--- src/hdl/sctr_consts.vh ---
// What this block does
// (RULE_01) Soft settle field picks 0-310 us, 10 us steps.
// (RULE_02) Soft settle field resets to 100 us.
// (RULE_03) Post-cal settle field picks 0-70 us.
// (RULE_04) Post-cal settle field resets to 20 us.
// (RULE_05) Cold start settle is soft plus post-cal.
// (RULE_06) Bad preamble window is threshold times four bits.
// (RULE_07) Wake-halving bit halves crystal wake time.
// (RULE_08) Converter calibration done reads back as one.
// (RULE_09) Fine enable repeats RC calibration every 30 s.
// (RULE_10) Force bit rising starts 2 ms RC calibration.
// (RULE_11) Wake timer or wake-on-receive starts RC calibration.
// (RULE_12) Host keeps RC oscillator on during calibration.
// (RULE_13) Double precision lengthens VCO calibration measurement.
// (RULE_14) VCO force in idle with PLL on calibrates once.
// (RULE_15) Skip bit omits VCO calibration idle to receive.
// (RULE_16) Bypass bits disable recovery and slicer compensation.
// (RULE_17) Dither type selects plus-one-or-zero or plus-minus-one.
// (RULE_18) Oscillation detection runs while disable bit low.
// (RULE_19) OOK threshold uses eight or four preamble bits.
// (RULE_20) Reference select picks 10 MHz or PLL; inversion.
// (RULE_21) Clearing toggle bit stops discriminator toggling.
// (RULE_22) Pump current field and force up/down/offset bits.
// (RULE_23) Correction reads pump value, or override value.
// (RULE_24) Written correction value wakes up as zeros.
`ifndef SCTR_CONSTS_VH
`define SCTR_CONSTS_VH

// Register addresses on the serial port.
`define SCTR_ADDR_SETTLE 7'h53
`define SCTR_ADDR_PREAMBLE 7'h54
`define SCTR_ADDR_CAL 7'h55
`define SCTR_ADDR_MODEM 7'h56
`define SCTR_ADDR_PUMP 7'h57
`define SCTR_ADDR_CORR 7'h58

// Reset values.
`define SCTR_RST_SETTLE 8'h52
`define SCTR_RST_PREAMBLE 8'h54
`define SCTR_RST_CAL 8'h44
`define SCTR_RST_MODEM 8'h00
`define SCTR_RST_PUMP 8'h00
`define SCTR_RST_CORR 8'h80

// Field positions in the calibration control register.
`define SCTR_CAL_XTAL_HALF 6
`define SCTR_CAL_ADC_DONE 5
`define SCTR_CAL_FINE_EN 4
`define SCTR_CAL_RC_FORCE 3
`define SCTR_CAL_VCO_DP 2
`define SCTR_CAL_VCO_FORCE 1
`define SCTR_CAL_SKIP_VCO 0

// Field positions in the correction register.
`define SCTR_CORR_OVERRIDE 5

// Timing.
`define SCTR_CLK_MHZ 250
`define SCTR_SETTLE_STEP_US 10
`define SCTR_SETTLE_STEP_CYCLES (`SCTR_SETTLE_STEP_US * `SCTR_CLK_MHZ)
`define SCTR_RC_CAL_TIME_US 2000
`define SCTR_RC_CAL_CYCLES (`SCTR_RC_CAL_TIME_US * `SCTR_CLK_MHZ)
`define SCTR_FINE_CAL_TIME_S 30
`define SCTR_FINE_CAL_CYCLES (`SCTR_FINE_CAL_TIME_S * 36'd1000000 * `SCTR_CLK_MHZ)
`define SCTR_PREAMBLE_SCALE 4

`endif

--- src/hdl/sctr_regs.v ---
`timescale 1ns/1ps
`include "sctr_consts.vh"

module sctr_regs #(
  // Length of one RC calibration run in clock cycles.
  parameter [18:0] RC_CAL_CYCLES = `SCTR_RC_CAL_CYCLES,
  // Period of the repeating fine calibration in clock cycles.
  parameter [35:0] FINE_CAL_CYCLES = `SCTR_FINE_CAL_CYCLES
) (
  // Clock, reset and freeze.
  input wire clock,
  input wire reset_n,
  input wire clockEnable,
  // Serial register port pins.
  input wire spiSelect_n,
  input wire spiClock,
  input wire spiDataIn,
  output wire spiDataOut,
  output wire spiDataOutEn,
  // Chip state from the same clock domain.
  input wire modeIdle,
  input wire pllOn,
  input wire idleToRx,
  input wire wakeTimerEn,
  input wire wakeOnRx,
  input wire rcOscOn,
  input wire adcCalDone,
  input wire vcoCalDone,
  input wire [4:0] pumpCorrSeen,
  // Synthesizer timing.
  output reg [16:0] softSettleCycles,
  output reg [16:0] postCalSettleCycles,
  output reg [16:0] coldSettleCycles,
  output reg [5:0] badPreambleWindowBits,
  output wire amp_regulator_boost,
  output wire amp_bias_boost,
  output wire xtalWakeHalf,
  // Calibration control.
  output reg rcCalBusy,
  output reg rcCalStart,
  output reg vcoCalStart,
  output wire vcoCalDoublePrecision,
  // Demodulator test options.
  output wire clockRecoveryBypass,
  output wire slicerBypass,
  output wire ditherPlusMinus,
  output wire oscDetectEnable,
  output wire ookThresholdEightBits,
  output wire refClockIs10MHz,
  output wire refClockInvert,
  output wire discToggleEnable,
  // Charge pump controls.
  output wire pumpDirect7,
  output wire pumpDirect6,
  output wire pumpForceUp,
  output wire pumpForceDown,
  output wire pumpOffsetOnly,
  output wire [2:0] pumpDcCurrent,
  output wire [1:0] pumpGain,
  output wire pumpCorrOverride,
  output reg [4:0] pumpCorrDrive
);

  // Stored register bytes.
  reg [7:0] settleReg;
  reg [7:0] preambleReg;
  reg [7:0] modemReg;
  reg [7:0] pumpReg;
  reg [7:0] corrReg;
  // Stored calibration control bits.
  reg xtalHalf;
  reg fineCalEn;
  reg vcoCalDp;
  // Busy flag of the forced VCO run; it reads back as the force bit.
  reg vcoCalBusy;
  reg skipVco;

  // Pin synchronisers: two flops, plus a history flop for edges.
  reg selMeta;
  reg selSync;
  reg sclkMeta;
  reg sclkSync;
  reg sclkPrev;
  reg dinMeta;
  reg dinSync;

  // Serial framing state.
  // Bit position inside the current byte.
  reg [2:0] bitCount;
  // The command byte of this frame has been taken.
  reg haveCmd;
  // The frame is a write frame.
  reg isWrite;
  // Register address, stepped by one after each data byte.
  reg [6:0] addr;
  // The first seven bits of the byte being shifted in.
  reg [6:0] shiftIn;
  // The byte being shifted out, most significant bit first.
  reg [7:0] shiftOut;
  // Read data is to be loaded at the next falling serial clock.
  reg loadOut;

  // RC calibration timers.
  // Cycles of the running RC calibration, counted only while the oscillator runs.
  reg [18:0] rcCount;
  // Cycles towards the next periodic fine calibration.
  reg [35:0] fineCount;
  // Last level of the wake request, for edge detection.
  reg autoPrev;

  // Decoded serial events.
  // Select is active low; a frame lives only while it stays low.
  wire csActive = ~selSync;
  wire sclkRise = sclkSync & ~sclkPrev;
  wire sclkFall = ~sclkSync & sclkPrev;
  wire [7:0] byteNow = {shiftIn, dinSync};
  wire byteEnd = csActive & sclkRise & (bitCount == 3'h7);
  wire wrFire = clockEnable & byteEnd & haveCmd & isWrite;

  // Write decode per register.
  // Writes to unmapped addresses match none of these and are dropped.
  wire wrSettle = wrFire & (addr == `SCTR_ADDR_SETTLE);
  wire wrPreamble = wrFire & (addr == `SCTR_ADDR_PREAMBLE);
  wire wrCal = wrFire & (addr == `SCTR_ADDR_CAL);
  wire wrModem = wrFire & (addr == `SCTR_ADDR_MODEM);
  wire wrPump = wrFire & (addr == `SCTR_ADDR_PUMP);
  wire wrCorr = wrFire & (addr == `SCTR_ADDR_CORR);

  // Calibration triggers.
  // A rise of the combined wake level (one source rising while the other is low) starts one run, even while another is running.
  wire autoLevel = wakeTimerEn | wakeOnRx;
  wire autoRise = autoLevel & ~autoPrev;
  wire fineDue = fineCalEn & (fineCount == FINE_CAL_CYCLES - 36'h1);
  wire forceRise = wrCal & byteNow[`SCTR_CAL_RC_FORCE] & ~rcCalBusy;
  wire rcKick = forceRise | autoRise | fineDue;
  wire rcDone = rcCalBusy & rcOscOn & (rcCount == RC_CAL_CYCLES - 19'h1);
  wire vcoAllowed = modeIdle & pllOn;
  wire vcoKick = wrCal & byteNow[`SCTR_CAL_VCO_FORCE] & vcoAllowed;
  wire vcoOnRx = idleToRx & ~skipVco;

  // Correction readback is the pump's own value unless overridden.
  wire [4:0] corrSeen = corrReg[`SCTR_CORR_OVERRIDE] ? corrReg[4:0] : pumpCorrSeen; // RULE_23

  // Settling and window products, kept at full width and cut on purpose where they are stored.
  // The largest soft product is 77500 cycles and the largest sum 95000, so 17 bits hold them.
  wire [31:0] softProduct = settleReg[7:3] * `SCTR_SETTLE_STEP_CYCLES;
  wire [31:0] postProduct = settleReg[2:0] * `SCTR_SETTLE_STEP_CYCLES;
  wire [31:0] coldProduct = softProduct + postProduct;
  // The window never exceeds 60 bit periods, which fits in six bits.
  wire [31:0] windowProduct = preambleReg[5:2] * `SCTR_PREAMBLE_SCALE;

  // Read data for the current address; unmapped reads give zero.
  reg [7:0] readData;

  // Read multiplexer.
  always @* begin
    case (addr)
      `SCTR_ADDR_SETTLE: readData = settleReg;
      `SCTR_ADDR_PREAMBLE: readData = preambleReg;
      // Bit 7 is reserved and reads zero.
      `SCTR_ADDR_CAL: readData = {1'b0, xtalHalf, adcCalDone, fineCalEn, rcCalBusy, vcoCalDp, vcoCalBusy, skipVco}; // RULE_08
      `SCTR_ADDR_MODEM: readData = modemReg;
      `SCTR_ADDR_PUMP: readData = pumpReg;
      // The correction field shows what the pump sees unless the override is set.
      `SCTR_ADDR_CORR: readData = {corrReg[7:5], corrSeen}; // RULE_23
      default: readData = 8'h00;
    endcase
  end

  // Pin synchronisers; the first stage feeds only the second.
  // Select resets high and the serial clock low, their idle levels, so no false edge follows reset.
  always @(posedge clock or negedge reset_n) begin
    if (!reset_n) begin
      selMeta <= 1'b1;
      selSync <= 1'b1;
      sclkMeta <= 1'b0;
      sclkSync <= 1'b0;
      sclkPrev <= 1'b0;
      dinMeta <= 1'b0;
      dinSync <= 1'b0;
    end else if (clockEnable) begin
      selMeta <= spiSelect_n;
      selSync <= selMeta;
      sclkMeta <= spiClock;
      sclkSync <= sclkMeta;
      sclkPrev <= sclkSync;
      dinMeta <= spiDataIn;
      dinSync <= dinMeta;
    end
  end

  // Serial framing: command byte, then data bytes with address increment.
  always @(posedge clock or negedge reset_n) begin
    if (!reset_n) begin
      bitCount <= 3'h0;
      haveCmd <= 1'b0;
      isWrite <= 1'b0;
      addr <= 7'h00;
      shiftIn <= 7'h00;
      shiftOut <= 8'h00;
      loadOut <= 1'b0;
    end else if (clockEnable) begin
      if (!csActive) begin
        // Deselect ends the frame.
        // A partial byte is dropped; the direction and address are renewed by the next command.
        bitCount <= 3'h0;
        haveCmd <= 1'b0;
        loadOut <= 1'b0;
      end else begin
        if (sclkRise) begin
          shiftIn <= byteNow[6:0];
          bitCount <= bitCount + 3'h1;
          if (bitCount == 3'h7) begin
            if (!haveCmd) begin
              // Top bit high marks a write.
              haveCmd <= 1'b1;
              isWrite <= byteNow[7];
              addr <= byteNow[6:0];
              loadOut <= ~byteNow[7];
            end else begin
              addr <= addr + 7'h01;
              loadOut <= ~isWrite;
            end
          end
        end
        // Read data changes on the falling serial clock edge.
        if (sclkFall) begin
          if (loadOut) begin
            shiftOut <= readData;
            loadOut <= 1'b0;
          end else begin
            shiftOut <= {shiftOut[6:0], 1'b0};
          end
        end
      end
    end
  end

  // The data pin is driven only in a read frame after its command byte.
  assign spiDataOut = shiftOut[7];
  assign spiDataOutEn = csActive & haveCmd & ~isWrite;

  // Plain read/write registers.
  // A write lands at the clock that sees the eighth rise of its data byte.
  always @(posedge clock or negedge reset_n) begin
    if (!reset_n) begin
      settleReg <= `SCTR_RST_SETTLE; // RULE_02 RULE_04
      preambleReg <= `SCTR_RST_PREAMBLE;
      modemReg <= `SCTR_RST_MODEM;
      pumpReg <= `SCTR_RST_PUMP;
      corrReg <= `SCTR_RST_CORR; // RULE_24
      // The reset byte has the wake-halving and double-precision bits set.
      xtalHalf <= 1'b1;
      fineCalEn <= 1'b0;
      vcoCalDp <= 1'b1;
      skipVco <= 1'b0;
    end else if (clockEnable) begin
      if (wrSettle) begin
        settleReg <= byteNow;
      end
      if (wrPreamble) begin
        preambleReg <= byteNow;
      end
      if (wrModem) begin
        modemReg <= byteNow;
      end
      if (wrPump) begin
        pumpReg <= byteNow;
      end
      if (wrCorr) begin
        corrReg <= byteNow;
      end
      if (wrCal) begin
        xtalHalf <= byteNow[`SCTR_CAL_XTAL_HALF];
        fineCalEn <= byteNow[`SCTR_CAL_FINE_EN];
        vcoCalDp <= byteNow[`SCTR_CAL_VCO_DP];
        skipVco <= byteNow[`SCTR_CAL_SKIP_VCO];
      end
    end
  end

  // RC calibration: forced, automatic or periodic; self-clearing busy bit.
  always @(posedge clock or negedge reset_n) begin
    if (!reset_n) begin
      rcCalBusy <= 1'b0;
      rcCalStart <= 1'b0;
      rcCount <= 19'h0;
      fineCount <= 36'h0;
      autoPrev <= 1'b0;
    end else if (clockEnable) begin
      autoPrev <= autoLevel;
      rcCalStart <= rcKick; // RULE_10 RULE_11
      // Periodic fine calibration timer runs only while enabled.
      // The count restarts at every expiry, so starts come at a fixed period.
      if (!fineCalEn || fineDue) begin
        fineCount <= 36'h0;
      end else begin
        fineCount <= fineCount + 36'h1; // RULE_09
      end
      // A force write while busy never reaches rcKick, so a running calibration is not restarted by it.
      if (rcKick) begin
        // A new start wins over a finishing run.
        rcCalBusy <= 1'b1; // RULE_10
        rcCount <= 19'h0;
      end else if (rcDone) begin
        rcCalBusy <= 1'b0; // RULE_10
      end else if (rcCalBusy && rcOscOn) begin
        // The run only advances while the oscillator runs.
        rcCount <= rcCount + 19'h1; // RULE_12
      end
    end
  end

  // VCO calibration: one-shot force in idle with PLL on, and on receive entry.
  always @(posedge clock or negedge reset_n) begin
    if (!reset_n) begin
      vcoCalBusy <= 1'b0;
      vcoCalStart <= 1'b0;
    end else if (clockEnable) begin
      vcoCalStart <= vcoKick | vcoOnRx; // RULE_14 RULE_15
      // The force bit reads one until the synthesizer reports the run finished.
      // Entry into receive only pulses the start and leaves the force bit alone.
      if (vcoKick) begin
        vcoCalBusy <= 1'b1; // RULE_14
      end else if (vcoCalDone) begin
        vcoCalBusy <= 1'b0; // RULE_14
      end
    end
  end

  // Timing outputs derived from the register fields, and the pump correction drive from corrSeen.
  always @(posedge clock or negedge reset_n) begin
    if (!reset_n) begin
      softSettleCycles <= 17'h0;
      postCalSettleCycles <= 17'h0;
      coldSettleCycles <= 17'h0;
      badPreambleWindowBits <= 6'h0;
      pumpCorrDrive <= 5'h0;
    end else if (clockEnable) begin
      softSettleCycles <= softProduct[16:0]; // RULE_01
      postCalSettleCycles <= postProduct[16:0]; // RULE_03
      coldSettleCycles <= coldProduct[16:0]; // RULE_05
      badPreambleWindowBits <= windowProduct[5:0]; // RULE_06
      pumpCorrDrive <= corrSeen; // RULE_23
    end
  end

  // Static controls taken from the register bits; only the oscillation detector enable is inverted.
  assign amp_regulator_boost = preambleReg[1];
  assign amp_bias_boost = preambleReg[0];
  assign xtalWakeHalf = xtalHalf; // RULE_07
  assign vcoCalDoublePrecision = vcoCalDp; // RULE_13
  assign clockRecoveryBypass = modemReg[7]; // RULE_16
  assign slicerBypass = modemReg[6]; // RULE_16
  assign ditherPlusMinus = modemReg[5]; // RULE_17
  // The oscillation detector runs while its disable bit is low.
  assign oscDetectEnable = ~modemReg[4]; // RULE_18
  assign ookThresholdEightBits = modemReg[3]; // RULE_19
  assign refClockIs10MHz = modemReg[2]; // RULE_20
  assign refClockInvert = modemReg[1]; // RULE_20
  assign discToggleEnable = modemReg[0]; // RULE_21
  // Bits 7 and 6 of the pump test register go straight to the analog side.
  assign pumpDirect7 = pumpReg[7];
  assign pumpDirect6 = pumpReg[6];
  assign pumpForceUp = pumpReg[5]; // RULE_22
  assign pumpForceDown = pumpReg[4]; // RULE_22
  assign pumpOffsetOnly = pumpReg[3]; // RULE_22
  assign pumpDcCurrent = pumpReg[2:0]; // RULE_22
  assign pumpGain = corrReg[7:6];
  assign pumpCorrOverride = corrReg[`SCTR_CORR_OVERRIDE]; // RULE_23

endmodule // sctr_regs

--- config.mk ---
export PLATFORM = sky130hd
export DESIGN_NAME = sctr_regs
export DESIGN_NICKNAME = d
export VERILOG_FILES = /design/src/hdl/sctr_regs.v
export VERILOG_INCLUDE_DIRS = /design/src /design/src/hdl
export SDC_FILE = /design/constraint.sdc
export NUM_CORES = 1
export LEC_CHECK = 0
export ABC_AREA = 1
export BUFFER_PORTS_ARGS = -buffer_cell sky130_fd_sc_hd__buf_2
export CAP_MARGIN = 20
export CORE_ASPECT_RATIO = 0.9
export CORE_MARGIN = 2
export CORE_UTILIZATION = 64
export DETAILED_ROUTE_END_ITERATION = 10
export PLACE_DENSITY_LB_ADDON = 0.12
export SYNTH_ARGS = -nofsm -noshare
export SYNTH_HDL_FRONTEND = slang
export SYNTH_SLANG_ARGS = --single-unit
export TNS_END_PERCENT = 100
--- constraint.sdc ---
create_clock -name clock -period 8.9 [get_ports clock]
set_clock_uncertainty 0.1 [all_clocks]
set_input_delay 0.89 -clock clock [delete_from_list [all_inputs] [get_ports clock]]
set_output_delay 0.89 -clock clock [all_outputs]
set_load 0.05 [all_outputs]
==> results of run 1 <==
-- synth_stat cells (4+ instances only) --
cell type,number
nand2_1,411
inv_1,138
clkbuf_1,20
mux2_2,5
buf_4,14
a21oi_1,40
fa_1,8
buf_1,8
or2_2,4
xor2_1,36
o21ai_0,120
nand3_1,86
o211ai_1,4
nor4_1,11
nor2_1,107
ha_1,48
xnor2_1,11
nand4_1,30
dfrtp_1,178
dfstp_2,11
nor3_1,24
-- worst max-delay path by stage --
stage               cells past startpoint         start                   end  slack (ps)
floorplan                              19  settleReg[6]  coldSettleCycles[16]        4980
global placement                       19  settleReg[6]  coldSettleCycles[16]        4740
detailed placement                     19  settleReg[6]  coldSettleCycles[16]        4590
CTS                                    19  settleReg[6]  coldSettleCycles[16]        4560
global route                           20  settleReg[6]  coldSettleCycles[16]        4110
finish                                 19  settleReg[6]  coldSettleCycles[16]        4520
-- flip-flops by register name, summed over array words and instances, names as in the netlist, 3 cells and up --
register,count
addr,7
badPreambleWindowBits,4
bitCount,3
coldSettleCycles,15
corrReg,8
fineCount,36
modemReg,8
postCalSettleCycles,11
preambleReg,8
pumpCorrDrive,5
pumpReg,8
rcCount,19
settleReg,8
shiftIn,7
shiftOut,8
softSettleCycles,15
-- tightest hold or removal path, delay by kind of cell (launching register included) --
kind,cells,cell delay (ps)
flops,1,370
simple gates,2,90
-- cells by family after synthesis --
family	count (synthesis)	share of synthesized area
simple gates	694	0.278
buf+inv	189	0.0733
fa+ha+maj	56	0.0711
mux	5	0.00526
xor+xnor	47	0.0385
flops	189	0.443
compound gates	181	0.0897
other cells	1	0.000351
-- final cells by class --
class / instances / area (sq um) / share of cell area
flip-flops and latches: 189 / 4740 / 0.399
diodes: 1 / 2.50 / 0.000211
multi-input cells: 994 / 5210 / 0.439
clock buffers: 17 / 425 / 0.0358
repair buffers: 102 / 532 / 0.0448
inverters: 142 / 537 / 0.0452
clock inverters: 15 / 168 / 0.0141
well taps: 207 / 259 / 0.0218
-- routing by layer --
layer	vias to the layer above	GRT usage
li1	4579	-
met1	4495	0.445
met2	356	0.504
met3	63	0.0566
met4	0	0.123
met5	-	0
-- power groups by stage --
stage	Sequential (mW)	Combinational (mW)	Clock, mW
5_1_grt	0.934	0.212	0.813
2_1_floorplan	0.956	0.105	0
4_1_cts	0.928	0.189	0.771
3_5_place_dp	0.944	0.188	0
6_report	0.928	0.190	0.766
3_3_place_gp	0.943	0.185	0
-- cells in the final DEF (no fill, tap or decap), types with 2 or more instances in the layout --
master,count
nand2_1,411
dfrtp_1,178
inv_1,138
o21ai_0,120
nor2_1,107
buf_2,96
nand3_1,86
ha_1,48
a21oi_1,40
xor2_1,36
nand4_1,30
nor3_1,24
clkbuf_16,17
xnor2_1,11
nor4_1,11
conb_1,11
dfstp_2,11
fa_1,8
mux2_2,5
inv_6,5
buf_4,5
or2_2,4
o211ai_1,4
clkinv_8,4
inv_8,4
o21bai_1,3
o221ai_1,3
nand2_4,3
nand3b_1,3
nor3b_1,3
nor2_2,2
nor2_8,2
a31oi_1,2
nor3_2,2
o22ai_1,2
clkinv_2,2
and3_1,2
==> summary.md, run 1 <==
| Metric | Value |
|---|---|
| Finished Core Util | 0.731 |
| Final period demand of the worst path | 4380 ps |
| H-tree depth | 4 |
| Hold WS | 365 ps |
| Sequential area share after synthesis | 0.443 |
| Number of flops mapped to enable cells by yosys | 0 |
| Wl on met1 | 12,000 microns |
| GP Congestion | 0.937 |
| WP buf/inv | 3 |
| Relative slew slack | 0.369 |
| Post-CTS Setup Inserts | 0 |
| Worst hold start | selMeta |
| CP Class | flop to flop |
| Async SR Flop Fraction | 1.00 |
| Worst-Margin Slew | 947 ps |
| Final setup TNS | 0 ps |
| Crit path max-delay family | adder cells |
| First-pass GRT wire length | 45,400 microns |
| Fillers | 1,251 |
| Power Density | 159 nW/um^2 |
| WL met2 | 12,500 microns |
| Cell count of the worst hold path | 2 |
| P_leak | 6.11 nW |
| Max Transition Viols Final | 0 |
| Pin count of the biggest net entering global routing | 117 |
| Routed wire length | 26,900 microns |
| Fraction of layout cells with a size suffix above 1 | 0.116 |
| Worst setup margin | 4520 ps |
| Core box area | 16,200 sq um |
| Mapped cell area | 10,700 sq um |
| Flop pwr share | 0.493 |
| Fin. Hold Viols | 0 |
| Crit path cell chain | inv_1 -> fa_1 -> inv_1 -> ha_1 -> ha_1 -> ha_1 -> nand2_1 -> o21ai_0 -> xor2_1 -> ha_1 -> nand2_1 -> nor2_1 -> nand3_1 -> nand3_1 -> nand2_1 -> inv_1 -> nand3_1 -> nand3_1 -> nand3_1 |
| Outcome | completed |
| Combinational share of power | 0.101 |
| Clock latency at the later pin of the worst-skew pair | 440 ps |
| Sw Share | 0.300 |
| Max incr delay on CP | 630 ps |
| Initial Util | 0.659 |
| VDD IR-drop max | 156 uV |
| R2R Path Start | settleReg[6] |
| Routed vias | 9,493 |
| I/O Pins | 109 |
| Root buffer cell | clkbuf_16 |
| Clock power share | 0.407 |
| DR iter-0 viols | 874 |
| Total Power | 1.88 mW |
| Hold crit path type | flop to flop |
| Ys Warns | 0 |
| Metal3 WL | 1660 microns |
| Die Area | 17,800 sq um |
| Placed insts | 1,634 |
| Clock Pin Slew Worst Setup and Hold Paths | 80 ps |
| Final setup vio count | 0 |
| Worst EP arrival | 4610 ps |
| Yosys top cell area share | 0.416 |
| Avg WL per Cell | 16.2 microns |
| DR vias/cell | 5.69 |
| Worst reg2reg endpoint | coldSettleCycles[16] |
| Num Clock Sinks | 189 |
| Top routing layer in use | met4 |
| Ranking of synthesized cells by area | dfrtp_1, nand2_1, ha_1 |
| Most numerous cell on the critical path | nand3_1 |
| Flops & latches, synth | 189 |
| Most used flip-flop cell after synthesis | dfrtp_1 |
| Final std cells w/o fill | 1,667 |
| Pre-CTS WS | 4590 ps |
| Final net count | 1,521 |
| Avg Cell Area, Syn | 7.85 sq um |
| Reg2reg setup slack | 4520 ps |
| GR Util All Layers | 0.319 |
| Final antenna-violating net count | 0 |
| Resized cells post-CTS | 0 |
| Internal cell power | 1.32 mW |
| Row Count | 44 |
| Die Wd | 140 microns |
| CTS tree | done |
| DR pass1 iterations | 6 |
| Maximum clock rate | 0.228 GHz |
| Mapped Cells | 1,362 |
| TritonCTS Buffers | 17 |
| Net switching power | 0.565 mW |
| Worst r2r path cells | 19 |
| Remaining DRCs | 0 |
| Chip Height | 127 microns |
| CTS hold repair buffers | 0 |
| Area Overhead vs Synth | 11.0% |
| PortBufs | 97 |
| Critical Path RT | 9130 ps |
| DP HPWL | 18,800 microns |
| Unrepaired setup endpoints after global routing | no |
| Worst Hold End | selMeta |
| Slowest-stage cell, CP | dfstp_2 |
| Period utilization | 0.492 |
| Total grt overflow | 0 |
| Crit path launch type | flop |
| Vias in the first global route | 9,188 |
| CP endpoint kind | flop |
| Finished Cell Area | 11,900 sq um |
| Max_cap viols | 0 |
| DP Area | 11,300 sq um |
| CTS Buffer Depth | 2 |
| Yosys top cell by area | dfrtp_1 |
| Library cells used by synthesis | 50 |
| Antenna violations before repair | 1 |
| Critical path peak fanout | 9 |
No activity file was read; power rests on OpenSTA's default activity.
==> run 2: changes to the inputs <==
- CORE_UTILIZATION: 64 -> 60
- clock period: 8.9 -> 4.3 ns (I/O delays scaled with it)
==> run 2 against run 1 <==
Net effect: the run now ends with negative hold slack left; core utilization is 4.6 points lower; sequential share of layout area is 0.50 points lower; flip-flop and latch count stayed put; critical path depth stayed put; power is 110% higher; highest routed layer is now met5; cell count is 2.5% higher; worst hold slack worse by 410 ps; clock-buffer cell count stayed put; clock power is 120% higher.
==> summary.md, run 2 (synthesis gave the netlist of run 1 again) <==
| Metric | Value |
|---|---|
| Vias in the first global route | 8,822 |
| DR vias/cell | 5.51 |
| Finished Core Util | 0.685 |
| GR Util All Layers | 0.298 |
| Worst reg2reg endpoint | coldSettleCycles[16] |
| CTS tree | done |
| Area Overhead vs Synth | 12.4% |
| Routed wire length | 27,300 microns |
| Reg2reg setup slack | 250 ps |
| Worst r2r path cells | 19 |
| I/O Pins | 109 |
| Final net count | 1,530 |
| P_leak | 6.17 nW |
| H-tree depth | 4 |
| DR pass1 iterations | 6 |
| Die Area | 18,900 sq um |
| Row Count | 46 |
| Avg WL per Cell | 16.0 microns |
| R2R Path Start | settleReg[6] |
| Final antenna-violating net count | 0 |
| Antenna violations before repair | 1 |
| CP endpoint kind | flop |
| Critical Path RT | 4530 ps |
| Max Transition Viols Final | 0 |
| Maximum clock rate | 0.247 GHz |
| Chip Height | 131 microns |
| Final setup TNS | 0 ps |
| Max_cap viols | 0 |
| TritonCTS Buffers | 17 |
| Worst-Margin Slew | 885 ps |
| VDD IR-drop max | 316 uV |
| Root buffer cell | clkbuf_16 |
| Routed vias | 9,405 |
| Crit path launch type | flop |
| Most common cell after layout, fill and taps aside | nand2_1 |
| Critical path peak fanout | 4 |
| Final setup vio count | 0 |
| Fin. Hold Viols | 15 |
| Relative slew slack | 0.410 |
| Total grt overflow | 0 |
| Top flop regs | fineCount (36), rcCount (19) |
| Clock Pin Slew Worst Setup and Hold Paths | 80 ps |
| Die Wd | 145 microns |
| Failing checks | negative hold slack |
| Outcome | finished, violations left |
| Pre-CTS WS | 200 ps |
| Worst setup margin | 248 ps |
| Most frequent cells in the layout | nand2_1, dfrtp_1, inv_1 |
| PortBufs | 97 |
| Initial Util | 0.609 |
| Biggest register | fineCount |
| CTS Buffer Depth | 2 |
| DR iter-0 viols | 763 |
| Num Clock Sinks | 189 |
| Pin count of the biggest net entering global routing | 111 |
| Hold WS | -43.7 ps |
| DP HPWL | 19,700 microns |
| Clock latency at the later pin of the worst-skew pair | 450 ps |
| Power Density | 332 nW/um^2 |
| Antenna cells | 0 |
| Final period demand of the worst path | 4050 ps |
| Core box area | 17,600 sq um |
| Hold crit path type | primary input to async pin |
| First-pass GRT wire length | 43,800 microns |
| Fraction of layout cells with a size suffix above 1 | 0.122 |
| Period utilization | 0.942 |
| Remaining DRCs | 0 |
| Largest register FFs | 36 |
| Worst EP arrival | 4280 ps |
| GP Congestion | 0.924 |
| Unrepaired setup endpoints after global routing | no |
| CP Class | flop to flop |
==> run 2: cell types whose count changed in the layout (fill, tap and decap cells not counted), sizes merged <==
| cell | change |
|---|---|
| buf | +9 |
| bufinv | +1 |
| inv | -1 |
| diode | -1 |
==> run 2: worst max-delay path, cell delays in order, from the launching register on <==
cell     delay, ps
dfstp_2        540
inv_1           70
fa_1           500
inv_1           40
ha_1           290
ha_1           300
ha_1           350
a21oi_1        200
o21ai_2        100
xor2_1         170
ha_1           360
nand2_1         90
nor2_1         160
nand3_1        100
nand3_1        140
nand2_1         90
inv_1           70
nand3_1        100
nand3_1        100
nand3_1         70
==> run 2: final cells by class <==
class / count / area [sq um]
Inverter: 142 / 537
Sequential cell: 189 / 4740
Clock buffer: 17 / 425
Timing Repair Buffer: 111 / 599
Multi-Input combinational cell: 994 / 5210
Tap cell: 240 / 300
Fill cell: 1530 / 5530
Clock inverter: 15 / 208
==> run 2: what timing repair did <==
item,in CTS,in global routing
hold buffers,0,0
endpoints found under the hold margin,0,0
buffers inserted,0,1
resized for setup,0,2
endpoints found under the setup margin,0,4
==> run 2: worst max-delay path by stage <==
stage / startpoint / to / slack (ps) / depth (start not counted)
6_report: settleReg[6] / coldSettleCycles[16] / 250 / 19
5_1_grt: settleReg[6] / coldSettleCycles[16] / 10 / 20
4_1_cts: settleReg[6] / coldSettleCycles[16] / 180 / 19
3_5_place_dp: settleReg[6] / coldSettleCycles[16] / 200 / 19
3_3_place_gp: settleReg[6] / coldSettleCycles[16] / 320 / 19
2_1_floorplan: settleReg[6] / coldSettleCycles[16] / 380 / 19
==> run 2: where the power goes <==
part	internal [mW]	switching, mW
Combinational	0.0858	0.310
Sequential	1.86	0.0601
Clock	0.851	0.818
==> run 2: stage by stage <==
step	cell area [sq um]	total power [mW]	hold WS, ps	instances
2_1_floorplan	10700	2.20	34.4	1372
6_report	12000	3.99	-43.7	1708
4_1_cts	12000	4.01	22.5	1707
3_3_place_gp	11400	2.34	353	1675
3_5_place_dp	11400	2.35	355	1675
5_1_grt	12000	4.14	36.9	1708
==> run 2: per-layer routing <==
metal	track usage	vias up	share of wire
met2	0.472	281	0.47
met1	0.417	4468	0.45
met3	0.0507	68	0.050
met5	0	-	0.00048
li1	-	4586	-
met4	0.110	2	0.026
==> run 3: changes to the inputs <==
- ABC_AREA: 1 -> unset
- CORE_UTILIZATION: 60 -> 59
==> run 3 against run 2 <==
Net effect: critical path depth is 4 lower; power decreased by 2.0%; first-iteration DRC count is 27% lower; critical endpoint is now coldSettleCycles[15]; clock-buffer cell count unchanged; clock power down 5%; synthesized area down 5.2%; sequential share of layout area is 1.9 points higher; the run still ends with negative hold slack left; maximum frequency shrank 3.2%.
==> summary.md, run 3 <==
| Metric | Value |
|---|---|
| Outcome | finished, violations left |
| Worst EP arrival | 4420 ps |
| Clock Pin Slew Worst Setup and Hold Paths | 80 ps |
| Row Count | 45 |
| Critical Path RT | 4540 ps |
| First-pass GRT wire length | 37,700 microns |
| Max incr delay on CP | 570 ps |
| Avg WL per Cell | 17.8 microns |
| Critical path depth | 15 |
| Crit path launch type | flop |
| Largest register FFs | 36 |
| Die Wd | 142 microns |
| Total grt overflow | 0 |
| Antenna violations before repair | 0 |
| Library cells used by synthesis | 71 |
| Flops & latches, synth | 189 |
| Max_cap viols | 0 |
| Top flop regs | fineCount (36), rcCount (19) |
| Most frequent cells in the layout | dfrtp_1, nor2_1, buf_2 |
| Total Power | 3.91 mW |
| Failing checks | negative hold slack |
| Mapped cell area | 10,100 sq um |
| Yosys top cell by area | dfrtp_1 |
| DR vias/cell | 5.77 |
| Area Overhead vs Synth | 13.0% |
| Async SR Flop Fraction | 1.00 |
| Pre-CTS WS | 97.5 ps |
| Placed insts | 1,242 |
| Commonest cells post-synth | dfrtp_1, nor2_1, mux2_2 |
| VDD IR-drop max | 304 uV |
| Most common cell after layout, fill and taps aside | dfrtp_1 |
| Critical path peak fanout | 4 |
| Maximum clock rate | 0.239 GHz |
| Slowest-stage cell, CP | or4_4 |
| Mapped Cells | 965 |
| Finished Cell Area | 11,500 sq um |
| Fin. Hold Viols | 8 |
| Ys Warns | 0 |
| P_leak | 5.29 nW |
| Worst setup margin | 114 ps |
| CTS hold repair buffers | 0 |
| GR Util All Layers | 0.264 |
| Fillers | 1,312 |
| Crit path max-delay family | adder cells |
| PortBufs | 97 |
| Power Density | 341 nW/um^2 |
| Max Transition Viols Final | 0 |
| Yosys top cell area share | 0.439 |
| Core box area | 16,800 sq um |
| Most common cell in the netlist | dfrtp_1 |
| Worst-Margin Slew | 860 ps |
| Final setup vio count | 0 |
| Hold crit path type | primary input to async pin |
| Antenna cells | 0 |
| DR iter-0 viols | 554 |
| Sequential area share after synthesis | 0.468 |
| H-tree depth | 4 |
| Remaining DRCs | 0 |
| Num Clock Sinks | 189 |
| Die Area | 18,300 sq um |
| GP Congestion | 0.870 |
| Biggest register | fineCount |
| Number of flops mapped to enable cells by yosys | 0 |
| Fraction of layout cells with a size suffix above 1 | 0.249 |
| DP HPWL | 15,900 microns |
| Hold WS | -30.2 ps |
| WP buf/inv | 2 |
| Clock latency at the later pin of the worst-skew pair | 440 ps |
| Routed vias | 7,369 |
| Root buffer cell | clkbuf_16 |
| CTS Buffer Depth | 2 |
| Final period demand of the worst path | 4190 ps |
| Unrepaired setup endpoints after global routing | yes |
| Finished Core Util | 0.681 |
| Vias in the first global route | 7,190 |
| Initial Util | 0.603 |
| Final antenna-violating net count | 0 |
| DR pass1 iterations | 6 |
| Pin count of the biggest net entering global routing | 107 |
| Relative slew slack | 0.427 |
| Ranking of synthesized cells by area | dfrtp_1, mux2_2, ha_1 |
| TritonCTS Buffers | 17 |
| Chip Height | 128 microns |
| CP endpoint kind | flop |
| Final net count | 1,128 |
| Period utilization | 0.973 |
| DP Area | 10,800 sq um |
| Crit path cell chain | inv_2 -> fa_1 -> inv_1 -> ha_2 -> fa_1 -> ha_4 -> o211ai_1 -> nand2_1 -> a21oi_2 -> xnor2_2 -> ha_2 -> or4_4 -> o31ai_4 -> xor2_1 -> mux2_4 |
| Final setup TNS | 0 ps |
| CTS tree | done |
| Routed wire length | 22,700 microns |
| I/O Pins | 109 |
| CP Class | flop to flop |
| Avg Cell Area, Syn | 10.5 sq um |
| Most used flip-flop cell after synthesis | dfrtp_1 |
| Worst r2r path cells | 15 |
| Final std cells w/o fill | 1,277 |
## run 3: cell types whose count changed after synthesis, sizes merged, moves of 15 or more
cell,change
nand2,-350
inv,-99
mux2,+78
o21ai,-76
nand3,-57
xnor2,+32
and3,+20
nand4,-15
## run 3: area by class of cell
| cell class | count | area, sq um | area share |
|---|---|---|---|
| clock inverters | 15 | 171 | 0.0150 |
| multi-input cells | 690 | 5060 | 0.442 |
| flip-flops and latches | 189 | 4740 | 0.414 |
| repair buffers | 114 | 638 | 0.0557 |
| clock buffers | 17 | 425 | 0.0371 |
| inverters | 41 | 154 | 0.0134 |
| well taps | 211 | 264 | 0.0230 |
## run 3: kinds of logic (layout without fill, tap and decap cells)
| kind of cell | Yosys count | count (layout) | synth area share |
|---|---|---|---|
| flops | 189 | 189 | 0.468 |
| other cells | 1 | 11 | 0.000370 |
| fa+ha+maj | 56 | 56 | 0.0750 |
| mux | 91 | 91 | 0.100 |
| simple gates | 309 | 309 | 0.152 |
| buf+inv | 96 | 187 | 0.0444 |
| xor+xnor | 68 | 68 | 0.0587 |
| compound gates | 155 | 155 | 0.102 |
## run 3: report_power, final
group	leakage (nW)	switching [mW]	internal (mW)
Clock	0.292	0.790	0.786
Sequential	2.42	0.150	1.87
Combinational	2.58	0.191	0.121
## run 3: final timing paths
kind                              start              endpoint  slack, ps
setup / recovery           settleReg[6]  coldSettleCycles[15]        110
hold / removal                  reset_n            rcCount[3]        -30
setup reg to reg           settleReg[6]  coldSettleCycles[15]        110
hold reg to reg              rcCalStart            rcCalStart        380
max in group asynchronous       reset_n               selSync       3180
min in group clock             spiClock              sclkMeta        110
## run 3: what timing repair did
item	in CTS	in global routing
endpoints found under the setup margin	0	3
resized for setup	0	13
setup buffers	0	3
## run 3: layer usage
layer,global-route usage,part of all wire,vias to the layer above
li1,-,-,3546
met1,0.392,0.47,3624
met2,0.398,0.46,166
met3,0.0536,0.049,33
met4,0.0759,0.017,0
met5,0,0,-
